===== src/esp_pkg_unused_guard.sv =====
`default_nettype none
`default_nettype wire


===== src/esp_pkg.sv =====
`default_nettype none
package esp_pkg;
  localparam int CLK_HZ = 25_000_000;
  localparam int QUIET_TIME_MS = 2000;
  localparam int QUIET_CYCLES = QUIET_TIME_MS * (CLK_HZ / 1000);
  localparam int PULSE_GAP_NS = 1000;
  localparam int PULSE_GAP_CYCLES = (PULSE_GAP_NS * (CLK_HZ / 1_000_000) + 999) / 1000;

  localparam logic [5:0] IDX_CTRL = 6'h1d;
  localparam logic [5:0] IDX_IRQ_STATUS = 6'h1e;
  localparam logic [5:0] IDX_IRQ_MASK = 6'h1f;

  localparam int BIT_ENABLE = 15;
  localparam int BIT_AUTO_UP = 14;
  localparam int BIT_AUTO_DOWN = 13;
  localparam int BIT_MANUAL = 12;
  localparam int BIT_BURST_DIS = 11;
  localparam int BIT_PWR_STATE = 10;
  localparam int BIT_ERR_HIT = 9;
  localparam int BIT_DATA_HIT = 8;
  localparam int ERR_LSB = 4;
  localparam int DATA_LSB = 0;
  localparam int THRESH_W = 4;

  localparam logic RST_ENABLE = 1'b0;
  localparam logic RST_AUTO_UP = 1'b1;
  localparam logic RST_AUTO_DOWN = 1'b1;
  localparam logic RST_BURST_DIS = 1'b0;
  localparam logic [3:0] RST_THRESH = 4'h1;

  localparam logic [2:0] BURST_LONG = 3'h4;
  localparam logic [2:0] BURST_SHORT = 3'h1;

  localparam int IRQ_W = 3;
  localparam int IRQ_DATA = 0;
  localparam int IRQ_ERR = 1;
  localparam int IRQ_PWR = 2;

  localparam logic [1:0] RESP_OKAY = 2'h0;
  localparam logic [1:0] RESP_SLVERR = 2'h2;

  typedef struct packed {
    logic enable;
    logic auto_up;
    logic auto_down;
    logic burst_dis;
    logic [3:0] err_thresh;
    logic [3:0] data_thresh;
  } esp_ctrl_t;

  typedef struct packed {
    logic [5:0] idx;
    logic [31:0] data;
    logic [3:0] strb;
  } esp_wreq_t;

  typedef enum logic [1:0] {
    ST_DOWN = 2'b01,
    ST_UP = 2'b10
  } esp_state_t;

  function automatic logic [3:0] sat_inc(input logic [3:0] v);
    sat_inc = (v == 4'hf) ? v : v + 4'h1;
  endfunction : sat_inc

  function automatic logic is_mapped(input logic [5:0] idx);
    is_mapped = (idx == IDX_CTRL) || (idx == IDX_IRQ_STATUS) || (idx == IDX_IRQ_MASK);
  endfunction : is_mapped
endpackage : esp_pkg
`default_nettype wire


===== src/esp_energy_sense.sv =====
// The AXI4-Lite register port was left to the implementer.
`timescale 1ns/1ns
`default_nettype none
// Functional notes
// RULE_01: Bit 15 enables sensing, resets to zero
// RULE_02: Software disables crossover when autonegotiation off
// RULE_03: Auto power-up when data count reaches threshold
// RULE_04: Auto power-down when line is silent
// RULE_05: Manual bit toggles power state immediately
// RULE_06: Burst disable clear: four pulses per power-up
// RULE_07: Burst disable set: one pulse per power-up
// RULE_08: Bit 10 shows current sense power state
// RULE_09: Error threshold flag, clear on read, informational
// RULE_10: Data threshold flag, clear on read
// RULE_11: Error threshold field bits 7:4, reset 0001
// RULE_12: Data threshold field bits 3:0, reset 0001
// RULE_13: Counters clear after two quiet seconds
// RULE_14: Manual toggle bit self-clears, reads zero
module esp_energy_sense import esp_pkg::*; #(
  parameter int ADDR_W = 8,
  parameter int QUIET_LIMIT = QUIET_CYCLES,
  parameter int GAP_LIMIT = PULSE_GAP_CYCLES
) (
  input wire logic aclk,
  input wire logic aresetn,
  input wire logic s_axi_awvalid,
  output logic s_axi_awready,
  input wire logic [ADDR_W-1:0] s_axi_awaddr,
  input wire logic s_axi_wvalid,
  output logic s_axi_wready,
  input wire logic [31:0] s_axi_wdata,
  input wire logic [3:0] s_axi_wstrb,
  output logic s_axi_bvalid,
  input wire logic s_axi_bready,
  output logic [1:0] s_axi_bresp,
  input wire logic s_axi_arvalid,
  output logic s_axi_arready,
  input wire logic [ADDR_W-1:0] s_axi_araddr,
  output logic s_axi_rvalid,
  input wire logic s_axi_rready,
  output logic [31:0] s_axi_rdata,
  output logic [1:0] s_axi_rresp,
  input wire logic energy_data_event,
  input wire logic energy_error_event,
  input wire logic energy_present,
  output logic line_driver_power_up,
  output logic sense_pulse,
  output logic irq
);
  logic wr_valid, rd_valid;
  esp_wreq_t wr_req;
  logic [5:0] rd_idx;
  logic [31:0] rd_data;
  esp_ctrl_t ctrl, next_ctrl;
  esp_state_t st, next_st;
  logic [3:0] data_cnt, err_cnt, next_data_cnt, next_err_cnt;
  logic data_hit, err_hit, next_data_hit, next_err_hit;
  logic [IRQ_W-1:0] irq_status, irq_mask, next_irq_status, next_irq_mask;
  logic [2:0] burst_left, next_burst_left;
  logic next_drv, next_pulse;
  logic wr_ctrl, man_req, rd_ctrl, rd_stat;
  logic go_up, go_down, toggle, cnt_clr, quiet_expire, gap_done, drv_rise;
  logic data_set, err_set;
  logic [15:0] ctrl_word;

  esp_axil_slave #(.ADDR_W(ADDR_W)) u_bus (
    .aclk(aclk),
    .aresetn(aresetn),
    .awvalid(s_axi_awvalid),
    .awready(s_axi_awready),
    .awaddr(s_axi_awaddr),
    .wvalid(s_axi_wvalid),
    .wready(s_axi_wready),
    .wdata(s_axi_wdata),
    .wstrb(s_axi_wstrb),
    .bvalid(s_axi_bvalid),
    .bready(s_axi_bready),
    .bresp(s_axi_bresp),
    .arvalid(s_axi_arvalid),
    .arready(s_axi_arready),
    .araddr(s_axi_araddr),
    .rvalid(s_axi_rvalid),
    .rready(s_axi_rready),
    .rdata(s_axi_rdata),
    .rresp(s_axi_rresp),
    .wr_valid(wr_valid),
    .wr_req(wr_req),
    .rd_valid(rd_valid),
    .rd_idx(rd_idx),
    .rd_data(rd_data)
  );

  // Restarted by every data event; expiry means the line stayed quiet
  esp_timer #(.W($clog2(QUIET_LIMIT + 1)), .LIMIT(QUIET_LIMIT)) u_quiet (
    .aclk(aclk),
    .aresetn(aresetn),
    .clear(energy_data_event || !ctrl.enable),
    .run(ctrl.enable),
    .expire(quiet_expire)
  );

  esp_timer #(.W($clog2(GAP_LIMIT + 1)), .LIMIT(GAP_LIMIT)) u_gap (
    .aclk(aclk),
    .aresetn(aresetn),
    .clear(drv_rise),
    .run(burst_left != 3'h0),
    .expire(gap_done)
  );

  always_comb
  begin
    wr_ctrl = wr_valid && (wr_req.idx == IDX_CTRL);
    man_req = wr_ctrl && wr_req.strb[1] && wr_req.data[BIT_MANUAL]; // see RULE_05
    rd_ctrl = rd_valid && (rd_idx == IDX_CTRL);
    rd_stat = rd_valid && (rd_idx == IDX_IRQ_STATUS);
    // Manual bit holds no state, so it always reads back zero
    ctrl_word = {ctrl.enable, ctrl.auto_up, ctrl.auto_down, 1'b0, // see RULE_14
                 ctrl.burst_dis, st == ST_UP, err_hit, data_hit, // see RULE_08
                 ctrl.err_thresh, ctrl.data_thresh};
    rd_data = 32'h0;
    case (rd_idx)
      IDX_CTRL: rd_data = {16'h0, ctrl_word};
      IDX_IRQ_STATUS: rd_data = {29'h0, irq_status};
      IDX_IRQ_MASK: rd_data = {29'h0, irq_mask};
      default: rd_data = 32'h0;
    endcase
    irq = |(irq_status & irq_mask);
  end

  always_comb
  begin
    next_ctrl = ctrl;
    next_irq_mask = irq_mask;
    if (wr_ctrl && wr_req.strb[1])
    begin
      next_ctrl.enable = wr_req.data[BIT_ENABLE]; // see RULE_01
      next_ctrl.auto_up = wr_req.data[BIT_AUTO_UP];
      next_ctrl.auto_down = wr_req.data[BIT_AUTO_DOWN];
      next_ctrl.burst_dis = wr_req.data[BIT_BURST_DIS];
    end
    if (wr_ctrl && wr_req.strb[0])
    begin
      next_ctrl.err_thresh = wr_req.data[ERR_LSB +: THRESH_W]; // see RULE_11
      next_ctrl.data_thresh = wr_req.data[DATA_LSB +: THRESH_W]; // see RULE_12
    end
    if (wr_valid && (wr_req.idx == IDX_IRQ_MASK) && wr_req.strb[0])
      next_irq_mask = wr_req.data[IRQ_W-1:0];
  end

  always_comb
  begin
    go_up = (st == ST_DOWN) && ctrl.auto_up && (data_cnt >= ctrl.data_thresh); // see RULE_03
    go_down = (st == ST_UP) && ctrl.auto_down && !energy_present; // see RULE_04
    // Manual request ignores counters and timers
    toggle = ctrl.enable && (man_req || go_up || go_down); // see RULE_05
    next_st = st;
    if (!ctrl.enable)
      next_st = ST_DOWN; // see RULE_01
    else if (toggle)
    begin
      case (st)
        ST_DOWN: next_st = ST_UP;
        ST_UP: next_st = ST_DOWN;
        default: next_st = ST_DOWN;
      endcase
    end
  end

  always_comb
  begin
    cnt_clr = !ctrl.enable || quiet_expire || toggle; // see RULE_13
    data_set = ctrl.enable && energy_data_event && (sat_inc(data_cnt) >= ctrl.data_thresh);
    // Error threshold only raises a flag; it never moves the power state
    err_set = ctrl.enable && energy_error_event && (sat_inc(err_cnt) >= ctrl.err_thresh); // see RULE_09
    next_data_cnt = data_cnt;
    next_err_cnt = err_cnt;
    if (cnt_clr)
    begin
      next_data_cnt = 4'h0;
      next_err_cnt = 4'h0;
    end
    else
    begin
      if (energy_data_event)
        next_data_cnt = sat_inc(data_cnt);
      if (energy_error_event)
        next_err_cnt = sat_inc(err_cnt);
    end
    // A set in the same cycle as the clearing read wins
    next_data_hit = data_set || (data_hit && !rd_ctrl); // see RULE_10
    next_err_hit = err_set || (err_hit && !rd_ctrl); // see RULE_09
    next_irq_status = irq_status & ~{IRQ_W{rd_stat}};
    next_irq_status[IRQ_DATA] = data_set || next_irq_status[IRQ_DATA];
    next_irq_status[IRQ_ERR] = err_set || next_irq_status[IRQ_ERR];
    next_irq_status[IRQ_PWR] = (next_st != st) || next_irq_status[IRQ_PWR];
  end

  always_comb
  begin
    // With sensing off the driver simply stays powered
    next_drv = !ctrl.enable || (st == ST_UP);
    drv_rise = next_drv && !line_driver_power_up;
    next_burst_left = burst_left;
    if (drv_rise)
      next_burst_left = ctrl.burst_dis ? BURST_SHORT : BURST_LONG; // see RULE_06, RULE_07
    else if (gap_done)
      next_burst_left = burst_left - 3'h1;
    next_pulse = gap_done;
  end

  always_ff @(posedge aclk)
  begin
    if (!aresetn)
    begin
      ctrl <= '{enable: RST_ENABLE, auto_up: RST_AUTO_UP, auto_down: RST_AUTO_DOWN,
                burst_dis: RST_BURST_DIS, err_thresh: RST_THRESH, data_thresh: RST_THRESH};
      irq_mask <= '0;
      st <= ST_DOWN;
      data_cnt <= 4'h0;
      err_cnt <= 4'h0;
      data_hit <= 1'b0;
      err_hit <= 1'b0;
      irq_status <= '0;
      burst_left <= 3'h0;
      line_driver_power_up <= 1'b1;
      sense_pulse <= 1'b0;
    end
    else
    begin
      ctrl <= next_ctrl;
      irq_mask <= next_irq_mask;
      st <= next_st;
      data_cnt <= next_data_cnt;
      err_cnt <= next_err_cnt;
      data_hit <= next_data_hit;
      err_hit <= next_err_hit;
      irq_status <= next_irq_status;
      burst_left <= next_burst_left;
      line_driver_power_up <= next_drv;
      sense_pulse <= next_pulse;
    end
  end

  logic [2:0] pulses_since_up;
  logic burst_one_q;
  always_ff @(posedge aclk)
  begin
    if (!aresetn)
    begin
      pulses_since_up <= 3'h0;
      burst_one_q <= 1'b0;
    end
    else if (drv_rise)
    begin
      pulses_since_up <= 3'h0;
      burst_one_q <= ctrl.burst_dis;
    end
    else if (sense_pulse && pulses_since_up != 3'h7)
      pulses_since_up <= pulses_since_up + 3'h1;
  end

  AST_DISABLED_DRIVER: assert property (@(posedge aclk) disable iff (!aresetn) // see RULE_01
    !ctrl.enable |=> line_driver_power_up && st == ST_DOWN)
    else $error("driver not powered while sensing disabled");
  AST_AUTO_UP: assert property (@(posedge aclk) disable iff (!aresetn) // see RULE_03
    (ctrl.enable && st == ST_DOWN && ctrl.auto_up && data_cnt >= ctrl.data_thresh)
    |=> st == ST_UP ##1 line_driver_power_up)
    else $error("no automatic power-up at data threshold");
  AST_AUTO_DOWN: assert property (@(posedge aclk) disable iff (!aresetn) // see RULE_04
    (ctrl.enable && st == ST_UP && ctrl.auto_down && !energy_present && !man_req)
    |=> st == ST_DOWN)
    else $error("no automatic power-down on silence");
  AST_MANUAL_TOGGLE: assert property (@(posedge aclk) disable iff (!aresetn) // see RULE_05
    (ctrl.enable && man_req) |=> st != $past(st))
    else $error("manual toggle did not change state");
  AST_BURST_FOUR: assert property (@(posedge aclk) disable iff (!aresetn) // see RULE_06
    !burst_one_q |-> pulses_since_up <= 3'h4)
    else $error("more than four pulses after power-up");
  AST_BURST_ONE: assert property (@(posedge aclk) disable iff (!aresetn) // see RULE_07
    (drv_rise && ctrl.burst_dis) |=> burst_left == 3'h1 && pulses_since_up == 3'h0)
    else $error("single pulse burst not loaded");
  AST_STATE_BIT: assert property (@(posedge aclk) disable iff (!aresetn) // see RULE_08
    rd_ctrl |=> s_axi_rdata[BIT_PWR_STATE] == ($past(st) == ST_UP))
    else $error("power state bit mismatch");
  AST_ERR_COR: assert property (@(posedge aclk) disable iff (!aresetn) // see RULE_09
    (rd_ctrl && !err_set) |=> !err_hit)
    else $error("error flag not cleared by read");
  AST_DATA_HIT: assert property (@(posedge aclk) disable iff (!aresetn) // see RULE_10
    (ctrl.enable && energy_data_event && sat_inc(data_cnt) >= ctrl.data_thresh)
    |=> data_hit)
    else $error("data threshold flag not set");
  AST_THRESH_RESET: assert property (@(posedge aclk) disable iff (!aresetn) // see RULE_11
    $rose(aresetn) |-> ctrl.err_thresh == 4'h1 && ctrl.data_thresh == 4'h1 && !ctrl.enable)
    else $error("threshold reset values wrong");
  AST_QUIET_CLEAR: assert property (@(posedge aclk) disable iff (!aresetn) // see RULE_13
    quiet_expire |=> data_cnt == 4'h0 && err_cnt == 4'h0)
    else $error("counters not cleared after quiet time");
  AST_MANUAL_ZERO: assert property (@(posedge aclk) disable iff (!aresetn) // see RULE_14
    man_req |=> ##1 !(s_axi_rvalid && $past(rd_ctrl) && s_axi_rdata[BIT_MANUAL]))
    else $error("manual bit read back as one");
endmodule : esp_energy_sense
`default_nettype wire


===== src/esp_timer.sv =====
`timescale 1ns/1ns
`default_nettype none
module esp_timer #(
  parameter int W = 8,
  parameter int LIMIT = 4
) (
  input wire logic aclk,
  input wire logic aresetn,
  input wire logic clear,
  input wire logic run,
  output logic expire
);
  logic [W-1:0] count;
  logic [W-1:0] next_count;

  // Clear beats expiry so a restart never fires in the cycle that clears it
  always_comb
  begin
    expire = run && !clear && (count == W'(LIMIT - 1));
    next_count = count;
    if (clear || !run || expire)
      next_count = '0;
    else
      next_count = count + W'(1);
  end

  always_ff @(posedge aclk)
  begin
    if (!aresetn)
      count <= '0;
    else
      count <= next_count;
  end
endmodule : esp_timer
`default_nettype wire


===== src/esp_axil_slave.sv =====
`timescale 1ns/1ns
`default_nettype none
module esp_axil_slave import esp_pkg::*; #(
  parameter int ADDR_W = 8
) (
  input wire logic aclk,
  input wire logic aresetn,
  input wire logic awvalid,
  output logic awready,
  input wire logic [ADDR_W-1:0] awaddr,
  input wire logic wvalid,
  output logic wready,
  input wire logic [31:0] wdata,
  input wire logic [3:0] wstrb,
  output logic bvalid,
  input wire logic bready,
  output logic [1:0] bresp,
  input wire logic arvalid,
  output logic arready,
  input wire logic [ADDR_W-1:0] araddr,
  output logic rvalid,
  input wire logic rready,
  output logic [31:0] rdata,
  output logic [1:0] rresp,
  output logic wr_valid,
  output esp_wreq_t wr_req,
  output logic rd_valid,
  output logic [5:0] rd_idx,
  input wire logic [31:0] rd_data
);
  logic aw_full, w_full;
  logic next_aw_full, next_w_full, next_bvalid, next_rvalid;
  logic [5:0] aw_idx, next_aw_idx;
  logic [31:0] w_data, next_w_data, next_rdata;
  logic [3:0] w_strb, next_w_strb;
  logic [1:0] next_bresp, next_rresp;

  always_comb
  begin
    awready = !aw_full;
    wready = !w_full;
    // One write at a time: a new one waits until the response is taken
    wr_valid = aw_full && w_full && !bvalid;
    wr_req = '{idx: aw_idx, data: w_data, strb: w_strb};
    arready = !rvalid;
    rd_valid = arvalid && arready;
    rd_idx = 6'(araddr[ADDR_W-1:2]);
    next_aw_full = aw_full;
    next_aw_idx = aw_idx;
    next_w_full = w_full;
    next_w_data = w_data;
    next_w_strb = w_strb;
    next_bvalid = bvalid;
    next_bresp = bresp;
    next_rvalid = rvalid;
    next_rdata = rdata;
    next_rresp = rresp;
    if (awvalid && awready)
    begin
      next_aw_full = 1'b1;
      next_aw_idx = 6'(awaddr[ADDR_W-1:2]);
    end
    if (wvalid && wready)
    begin
      next_w_full = 1'b1;
      next_w_data = wdata;
      next_w_strb = wstrb;
    end
    if (bvalid && bready)
      next_bvalid = 1'b0;
    if (wr_valid)
    begin
      next_aw_full = 1'b0;
      next_w_full = 1'b0;
      next_bvalid = 1'b1;
      next_bresp = is_mapped(aw_idx) ? RESP_OKAY : RESP_SLVERR;
    end
    if (rvalid && rready)
      next_rvalid = 1'b0;
    if (rd_valid)
    begin
      next_rvalid = 1'b1;
      next_rdata = rd_data;
      next_rresp = is_mapped(rd_idx) ? RESP_OKAY : RESP_SLVERR;
    end
  end

  always_ff @(posedge aclk)
  begin
    if (!aresetn)
    begin
      aw_full <= 1'b0;
      aw_idx <= 6'h0;
      w_full <= 1'b0;
      w_data <= 32'h0;
      w_strb <= 4'h0;
      bvalid <= 1'b0;
      bresp <= RESP_OKAY;
      rvalid <= 1'b0;
      rdata <= 32'h0;
      rresp <= RESP_OKAY;
    end
    else
    begin
      aw_full <= next_aw_full;
      aw_idx <= next_aw_idx;
      w_full <= next_w_full;
      w_data <= next_w_data;
      w_strb <= next_w_strb;
      bvalid <= next_bvalid;
      bresp <= next_bresp;
      rvalid <= next_rvalid;
      rdata <= next_rdata;
      rresp <= next_rresp;
    end
  end
endmodule : esp_axil_slave
`default_nettype wire


===== config.mk =====
export PLATFORM = sky130hd
export DESIGN_NAME = esp_energy_sense
export DESIGN_NICKNAME = d
export VERILOG_FILES = /design/src/esp_pkg_unused_guard.sv /design/src/esp_pkg.sv /design/src/esp_energy_sense.sv /design/src/esp_timer.sv /design/src/esp_axil_slave.sv
export SDC_FILE = /design/constraint.sdc
export NUM_CORES = 1
export LEC_CHECK = 0
export BUFFER_PORTS_ARGS = -buffer_cell sky130_fd_sc_hd__buf_2
export CAP_MARGIN = 15
export CELL_PAD_IN_SITES_DETAIL_PLACEMENT = 1
export CELL_PAD_IN_SITES_GLOBAL_PLACEMENT = 2
export CORE_ASPECT_RATIO = 1.2
export CORE_MARGIN = 2
export CORE_UTILIZATION = 36
export CTS_BUF_LIST = sky130_fd_sc_hd__clkbuf_8
export CTS_CLUSTER_SIZE = 40
export DETAILED_ROUTE_END_ITERATION = 8
export PLACE_DENSITY = 0.94
export SLEW_MARGIN = 20
export SYNTH_ARGS = -nofsm -noshare
export SYNTH_HDL_FRONTEND = slang
export SYNTH_SLANG_ARGS = --single-unit

===== constraint.sdc =====
create_clock -name aclk -period 3 [get_ports aclk]
set_clock_uncertainty 0.15 [all_clocks]
set_input_delay 0.3 -clock aclk [delete_from_list [all_inputs] [get_ports aclk]]
set_output_delay 0.3 -clock aclk [all_outputs]
set_load 0.02 [all_outputs]

* After elaboration in Yosys (flattened, before gate mapping)
Cells that the tools add are included.
** Operators by class
- Multiplexer cells :: 15
- Order comparisons :: 3
- Add/subtract/negate cells :: 5
- Bitwise gates (word level) :: 4
- Equality and inequality tests :: 13
- Reductions and logical operators :: 70
** Operators with widths (number)
- 16-bit case mux with 3 select lines :: 1
- 6-bit by 5-bit == test with 1-bit output (second input constant) :: 6
- 1-bit logical AND :: 31
- 26-bit by 1-bit adder with 26-bit output (second input constant) :: 1
- 26-bit == test (second input constant) :: 1
- 1-bit logical OR :: 19
- 4-bit greater-or-equal comparator :: 3
- 1-bit zero test :: 11
- 2-bit 2-to-1 mux :: 5
- 3-bit 2-to-1 mux :: 3
- 4-bit by 1-bit adder with 4-bit output (second input constant) :: 2
- 4-bit == test (second input constant) :: 2
- 4-bit 2-to-1 mux :: 2
- 2-bit OR reduction :: 4
- 3-bit AND :: 2
- 2-bit nonzero test :: 3
- 5-bit by 1-bit adder with 5-bit output (second input constant) :: 1
- 5-bit == test (second input constant) :: 1
- 1-bit 2-to-1 mux :: 4
- 3-bit inverter :: 1
- 3-bit nonzero test :: 1
- 3-bit OR reduction :: 1
- 3-bit by 1-bit subtractor with 3-bit output (second input constant) :: 1
- 2-bit by 1-bit == test with 1-bit output (second input constant) :: 1
- other kinds (3) :: 3
** Word-level totals
- Output and inout bits :: 44
- Input port bits :: 62
- Flip-flop bits (word level) :: 130

* Longest topological paths before layout
- Word-level depth :: 12
- Gate-level depth with buffers :: 8
- Mapped depth without buffers :: 8

* Cells and area by module
From an unflattened synthesis, not the netlist that was laid out.
** Unflattened totals
- Cell total of the unflattened synthesis :: 766
- Area total of the unflattened synthesis :: 6819.0 um2
** By module, submodules not included
- esp_axil_slave :: area each 3281.9 um2, times used 1, cells each 358
- esp_energy_sense :: area each 2039.5 um2, times used 1, cells each 237
- esp_timer (u_quiet) :: area each 1275.0 um2, times used 1, cells each 148
- esp_timer (u_gap) :: area each 222.7 um2, times used 1, cells each 23

* Worst setup path after synthesis
Ideal clock, no wire load.
- Kind :: reg-to-reg
- From :: register err_cnt[0]
- To :: register err_hit
- Arrival time :: 1800 ps
- Stages on the path, launching flop included :: 8
- Path slack :: 922 ps
- Path through :: dfxtp_1 ha_1 nand3_1 mux2_2 ha_1 a21o_1 a211oi_1 o21ai_0
** Between the ends
- Word-level cells in the longest chain between the ends :: 5
- Elaborated cells between the ends (all ways) :: 6
** RTL lines
- start, declared :: RTL line esp_energy_sense.sv:56 : logic [3:0] data_cnt, err_cnt, next_data_cnt, next_err_cnt;
- start signal, assigned :: RTL line esp_energy_sense.sv:234 : err_cnt <= next_err_cnt;
- 4-bit by 1-bit adder with 4-bit output / 4-bit == test (equally long branches) :: RTL line esp_pkg.sv:63 : sat_inc = (v == 4'hf) ? v : v + 4'h1;
- 4-bit 2-to-1 mux (*)
- 4-bit greater-or-equal comparator (*) :: RTL line esp_energy_sense.sv:174 : err_set = ctrl.enable && energy_error_event && (sat_inc(err_cnt) >= ctrl.err_thresh);
- 1-bit logical AND (*) :: RTL line esp_energy_sense.sv:174
- 1-bit logical OR (*) :: RTL line esp_energy_sense.sv:191 : next_err_hit = err_set || (err_hit && !rd_ctrl);
- end signal, assigned :: RTL line esp_energy_sense.sv:236 : err_hit <= next_err_hit;
- end, declared :: RTL line esp_energy_sense.sv:57 : logic data_hit, err_hit, next_data_hit, next_err_hit;
Mark *: on every way between the ends. The rest lies on a longest branch, timed or not.
A chain may end at the register's enable or synchronous reset.

* Worst setup path after layout
- From :: register data_cnt[1]
- To :: register irq_status[0]
** Between the ends
- Word-level cells in the longest chain between the ends :: 5
- Elaborated cells between the ends (all ways) :: 6
** RTL lines
- start, declared :: RTL line esp_energy_sense.sv:56
- start signal, assigned :: RTL line esp_energy_sense.sv:233 : data_cnt <= next_data_cnt;
- 4-bit by 1-bit adder with 4-bit output / 4-bit == test (equally long branches) :: RTL line esp_pkg.sv:63
- 4-bit 2-to-1 mux (*)
- 4-bit greater-or-equal comparator (*) :: RTL line esp_energy_sense.sv:172 : data_set = ctrl.enable && energy_data_event && (sat_inc(data_cnt) >= ctrl.data_thresh);
- 1-bit logical AND (*) :: RTL line esp_energy_sense.sv:172
- 1-bit logical OR (*) :: RTL line esp_energy_sense.sv:193 : next_irq_status[IRQ_DATA] = data_set || next_irq_status[IRQ_DATA];
- end signal, assigned :: RTL line esp_energy_sense.sv:237 : irq_status <= next_irq_status;
- end, declared :: RTL line esp_energy_sense.sv:58 : logic [IRQ_W-1:0] irq_status, irq_mask, next_irq_status, next_irq_mask;
Marked as above.

==> flow_summary.rst <==
.. list-table::
   :header-rows: 1

   * - Metric
     - Value
   * - Run status
     - finished clean
   * - Number of enable flip-flop cells after synthesis
     - 0
   * - Routed wire length
     - approximately 13,000 um
   * - GP Congestion
     - 0.776
   * - Slew Viols, Final
     - 0
   * - Met2 routing resource usage after global routing
     - a little under a third
   * - Post_cts resized
     - 0
   * - Number of clock sinks
     - approximately 110
   * - Clock tree from TritonCTS
     - yes
   * - Iteration-0 DRC Markers
     - between 100 and 150
   * - Post-synthesis cell count
     - roughly 570
   * - Fraction of layout cells with a size suffix above 1
     - between 10% and 20%
   * - Compound-cell area share of the yosys netlist
     - about 12%
   * - Path type of the worst min-delay path
     - primary input to register
   * - Per-cell via count in the routed design
     - about 5.2
   * - Count of standard-cell rows
     - between 40 and 50
   * - Depth of the CTS H-tree
     - 3
   * - Total buffers and inverters traversed by the critical path
     - 0
   * - Count of endpoints failing hold in the final timing report
     - 0
   * - Floorplan die width
     - 113 um
   * - Core outline area
     - ~0.014 mm2
   * - First-pass iteration count of the detailed router
     - 4
   * - Number of buffers inserted to repair setup after CTS
     - 0
   * - Post-Syn Area
     - 0.00509 mm2
   * - Number of global-route vias before repair
     - between 4,000 and 5,000
   * - Gr ovfl total
     - 0
   * - Slowest library cell on the worst path
     - sky130_fd_sc_hd__dfxtp_1
   * - Normalized max-slew margin
     - about 51%
   * - First-pass GRT wire length
     - 21,000 um
   * - Starting density of the core
     - ~37%
   * - Die Footprint
     - approximately 0.015 mm2
   * - Deepest clock path buffer count
     - 2
   * - Number of antenna violations at the first check in global routing
     - 1
   * - Antenna-violating nets left
     - 0
   * - Synth Area in XOR/XNOR
     - 3.27%
   * - Number of warnings reported in the yosys synthesis log
     - 0
   * - Worst voltage drop across the vdd grid
     - 0.000266 V
   * - Crit Path Max Fanout
     - 6
   * - P per Cell Area
     - 445 mW/mm2
   * - Total Nets Final
     - about 720
   * - Final min period
     - about 2.3 ns
   * - Most common cell type on the critical path
     - sky130_fd_sc_hd__ha_1
   * - Setup Viol. Count Final
     - 0
   * - Area fraction in and, or, nand and nor cells after synthesis
     - between 20% and 30%
   * - Worst Max-Slew Pin Slew
     - 0.740 ns
   * - Dominant cell type by area after synthesis
     - sky130_fd_sc_hd__dfxtp_1
   * - Final standard cell area without fillers
     - 0.00587 mm2
   * - Inserted Clock Buffers
     - 9
   * - Worst-case setup margin in the final layout
     - between 0.7 and 0.8 ns
   * - Post-route insts no fill
     - around 820
   * - Number of distinct standard cells referenced by the synthesized netlist
     - 63
   * - Total GRT Usage
     - 17.1%
   * - Required time of the worst setup path
     - between 3 and 4 ns
   * - Data arrival time of the worst path
     - between 2 and 2.5 ns
   * - Fraction of met1 tracks used by global routing
     - about a fifth
   * - Post-synth top flop
     - sky130_fd_sc_hd__dfxtp_1
   * - Setup repair after global routing missed its margin
     - no
   * - Overall die height
     - about 130 um
   * - Slowest Stage Delay on Critical Path
     - ~0.45 ns
   * - Number of maximum-capacitance violations
     - 0
   * - Static power due to leakage
     - 2.23 nW
   * - Number of input and output port buffers inserted
     - a little over 60
   * - Post-detailed-placement cell area
     - roughly 0.0055 mm2
   * - Cell count after placement
     - between 700 and 800
   * - Sequential fraction of the synthesis area
     - between 40% and 50%
   * - Crit-path cells
     - ha_1 -> nand3_1 -> xnor2_1 -> ha_1 -> nand2b_1 -> a21o_1 -> a211oi_1 -> o21ai_0
   * - Main combinational cell family by area after synthesis
     - simple AND/OR/NAND/NOR gates
   * - Setup TNS
     - 0 ns
   * - Fraction of post-synthesis cell area in the top cell type by area
     - between 40 and 50%
   * - Mux contribution to synthesized area
     - around 5.4%
   * - Signed area change from the synthesized netlist to the final layout
     - 15.3%
   * - Vias after detailed routing
     - 4,251
   * - Fmax
     - around 0.44 GHz
   * - Wirelength per Cell
     - approximately 15 um
   * - Layer with the highest usage
     - met2
   * - Cell with the most instances after synthesis
     - sky130_fd_sc_hd__dfxtp_1
   * - Category of the worst setup path launch point
     - register
   * - Post-detailed-route DRC marker count
     - 0
   * - Pin count of the biggest net entering global routing
     - between 50 and 60
   * - Library cell used as clock root buffer
     - sky130_fd_sc_hd__clkbuf_8
   * - Top-Level Pins
     - roughly 110
   * - Setup slack after placement
     - roughly 0.73 ns
   * - Met3 Resource Use GR
     - about 3.5%
   * - Kind of cell adding the most delay to the critical path
     - compound AO/OA/AOI/OAI gates
   * - Clock insertion delay at the later pin of the skew report
     - roughly 0.40 ns
   * - Post-synth top cells
     - sky130_fd_sc_hd__dfxtp_1 (108), sky130_fd_sc_hd__nor2_1 (66), sky130_fd_sc_hd__nand2_1 (59), sky130_fd_sc_hd__a21oi_1 (33), sky130_fd_sc_hd__inv_1 (27)
   * - Type of destination of the critical path
     - register
   * - Average cell area after synthesis
     - a little under 9 um2
   * - Post-synth ARST share
     - 0%
   * - Period Utilization, post-route
     - about three quarters
   * - Top cells by area in the synthesized netlist
     - sky130_fd_sc_hd__dfxtp_1 (42%), sky130_fd_sc_hd__nor2_1 (4.9%), sky130_fd_sc_hd__ha_1 (4.7%)
   * - Post-CTS clock slew at the launch and capture registers of the worst setup and hold paths
     - around 0.11 ns
   * - Number of filler cells placed in the layout
     - around 1,600
   * - Placed wire-length estimate
     - 9300 um
   * - Crit path kind
     - register to register
   * - Flop and latch count out of synthesis
     - about 110
   * - Synthesized-area fraction occupied by adder cells
     - between 4 and 5%
[flip-flops by register name, summed over array words and instances, names as in the netlist, 4 cells and up]
name	cells
ctrl	12
data_cnt	4
err_cnt	4
u_bus.aw_idx	6
u_bus.rdata	15
u_bus.w_data	13
u_gap.count	5
u_quiet.count	26
[worst reg2reg max path, delay by kind of cell, from the launching register on]
kind | cells | cell delay (ns)
DFF | 1 | 0.45
AOI/OAI and AO/OA | 3 | 0.57
adders and majority gates | 2 | 0.50
and+or+nand+nor | 2 | 0.30
xor gates and xnor gates | 1 | 0.20
[cell families after synthesis]
family          count (synthesis)
xor+xnor                       19
simple gates                  231
mux                            27
flops                         108
buf+inv                        70
other cells                     1
fa+ha+maj                      19
compound gates                 97
[power breakdown]
| group | internal (mW) | total, mW | leakage, nW | switching (mW) |
|---|---|---|---|---|
| logic | 0.0658 | 0.173 | 1.25 | 0.107 |
| clock network | 0.409 | 0.965 | 0.111 | 0.556 |
| registers | 1.46 | 1.47 | 0.874 | 0.0177 |
| total | 1.93 | 2.61 | 2.23 | 0.681 |
[per-layer routing]
| layer | vias up | part of all wire (%) |
|---|---|---|
| li1 | 2126 | - |
| met1 | 2052 | 42 |
| met2 | 64 | 53 |
| met3 | 9 | 3.6 |
| met4 | 0 | 1.3 |
| met5 | - | 0 |
[placed cells by master, fill, tap and decap left out, types with 6 or more instances in the layout]
| cell | instances |
|---|---|
| sky130_fd_sc_hd__dfxtp_1 | 108 |
| sky130_fd_sc_hd__nor2_1 | 66 |
| sky130_fd_sc_hd__buf_2 | 61 |
| sky130_fd_sc_hd__nand2_1 | 59 |
| sky130_fd_sc_hd__a21oi_1 | 33 |
| sky130_fd_sc_hd__inv_1 | 27 |
| sky130_fd_sc_hd__mux2i_1 | 22 |
| sky130_fd_sc_hd__ha_1 | 19 |
| sky130_fd_sc_hd__conb_1 | 19 |
| sky130_fd_sc_hd__dlygate4sd3_1 | 19 |
| sky130_fd_sc_hd__nand3_1 | 16 |
| sky130_fd_sc_hd__o21ai_0 | 15 |
| sky130_fd_sc_hd__a22oi_1 | 14 |
| sky130_fd_sc_hd__xor2_1 | 13 |
| sky130_fd_sc_hd__o31ai_1 | 10 |
| sky130_fd_sc_hd__nor4_1 | 10 |
| sky130_fd_sc_hd__nand4_1 | 9 |
| sky130_fd_sc_hd__or4_1 | 9 |
| sky130_fd_sc_hd__clkbuf_8 | 9 |
| sky130_fd_sc_hd__nor2b_1 | 8 |
| sky130_fd_sc_hd__nand2b_1 | 7 |
| sky130_fd_sc_hd__xnor2_1 | 6 |
[stage by stage]
| step | hold slack (ns) | power, mW | util (%) |
|---|---|---|---|
| 3_5_place_dp | 0.299 | 1.66 | 39.5 |
| 4_1_cts | 0.000136 | 2.64 | 42.5 |
| 2_1_floorplan | 0.263 | 1.62 | - |
| 5_1_grt | 0.00620 | 2.72 | 42.5 |
| 3_3_place_gp | 0.275 | 1.65 | 39.5 |
| 6_report | 0.00582 | 2.61 | 42.5 |
[path summary, 6_finish.rpt]
check             depth (start not counted)                         start  slack (ns)                      endpoint
hold / removal                            3                s_axi_wdata[6]       0.006  u_bus.w_data[6]$_SDFFE_PN0P_
setup / recovery                          8      data_cnt[1]$_SDFFE_PP0P_        0.72      irq_status[0]$_SDFF_PN0_
hold reg to reg                           2  u_bus.w_strb[0]$_SDFFE_PN0P_        0.32  u_bus.w_strb[0]$_SDFFE_PN0P_
setup reg to reg                          8      data_cnt[1]$_SDFFE_PP0P_        0.72      irq_status[0]$_SDFF_PN0_
[layout make-up]
| type | instances | area [um2] | share of cell area [%] |
|---|---|---|---|
| Tap cell | 171 | 214 | 3.64 |
| Timing Repair Buffer | 84 | 526 | 8.95 |
| Sequential cell | 108 | 2160 | 36.8 |
| Clock inverter | 7 | 96.3 | 1.64 |
| Clock buffer | 9 | 124 | 2.11 |
| Antenna cell | 2 | 5.00 | 0.0852 |
| Inverter | 28 | 105 | 1.79 |
| Multi-Input combinational cell | 412 | 2640 | 45.0 |
[timing repair]
item,in CTS,in global routing
endpoints found under the hold margin,19,0
endpoints found under the setup margin,0,0
hold buffers,19,0
Note: power is estimated with default switching activity, not from simulation.
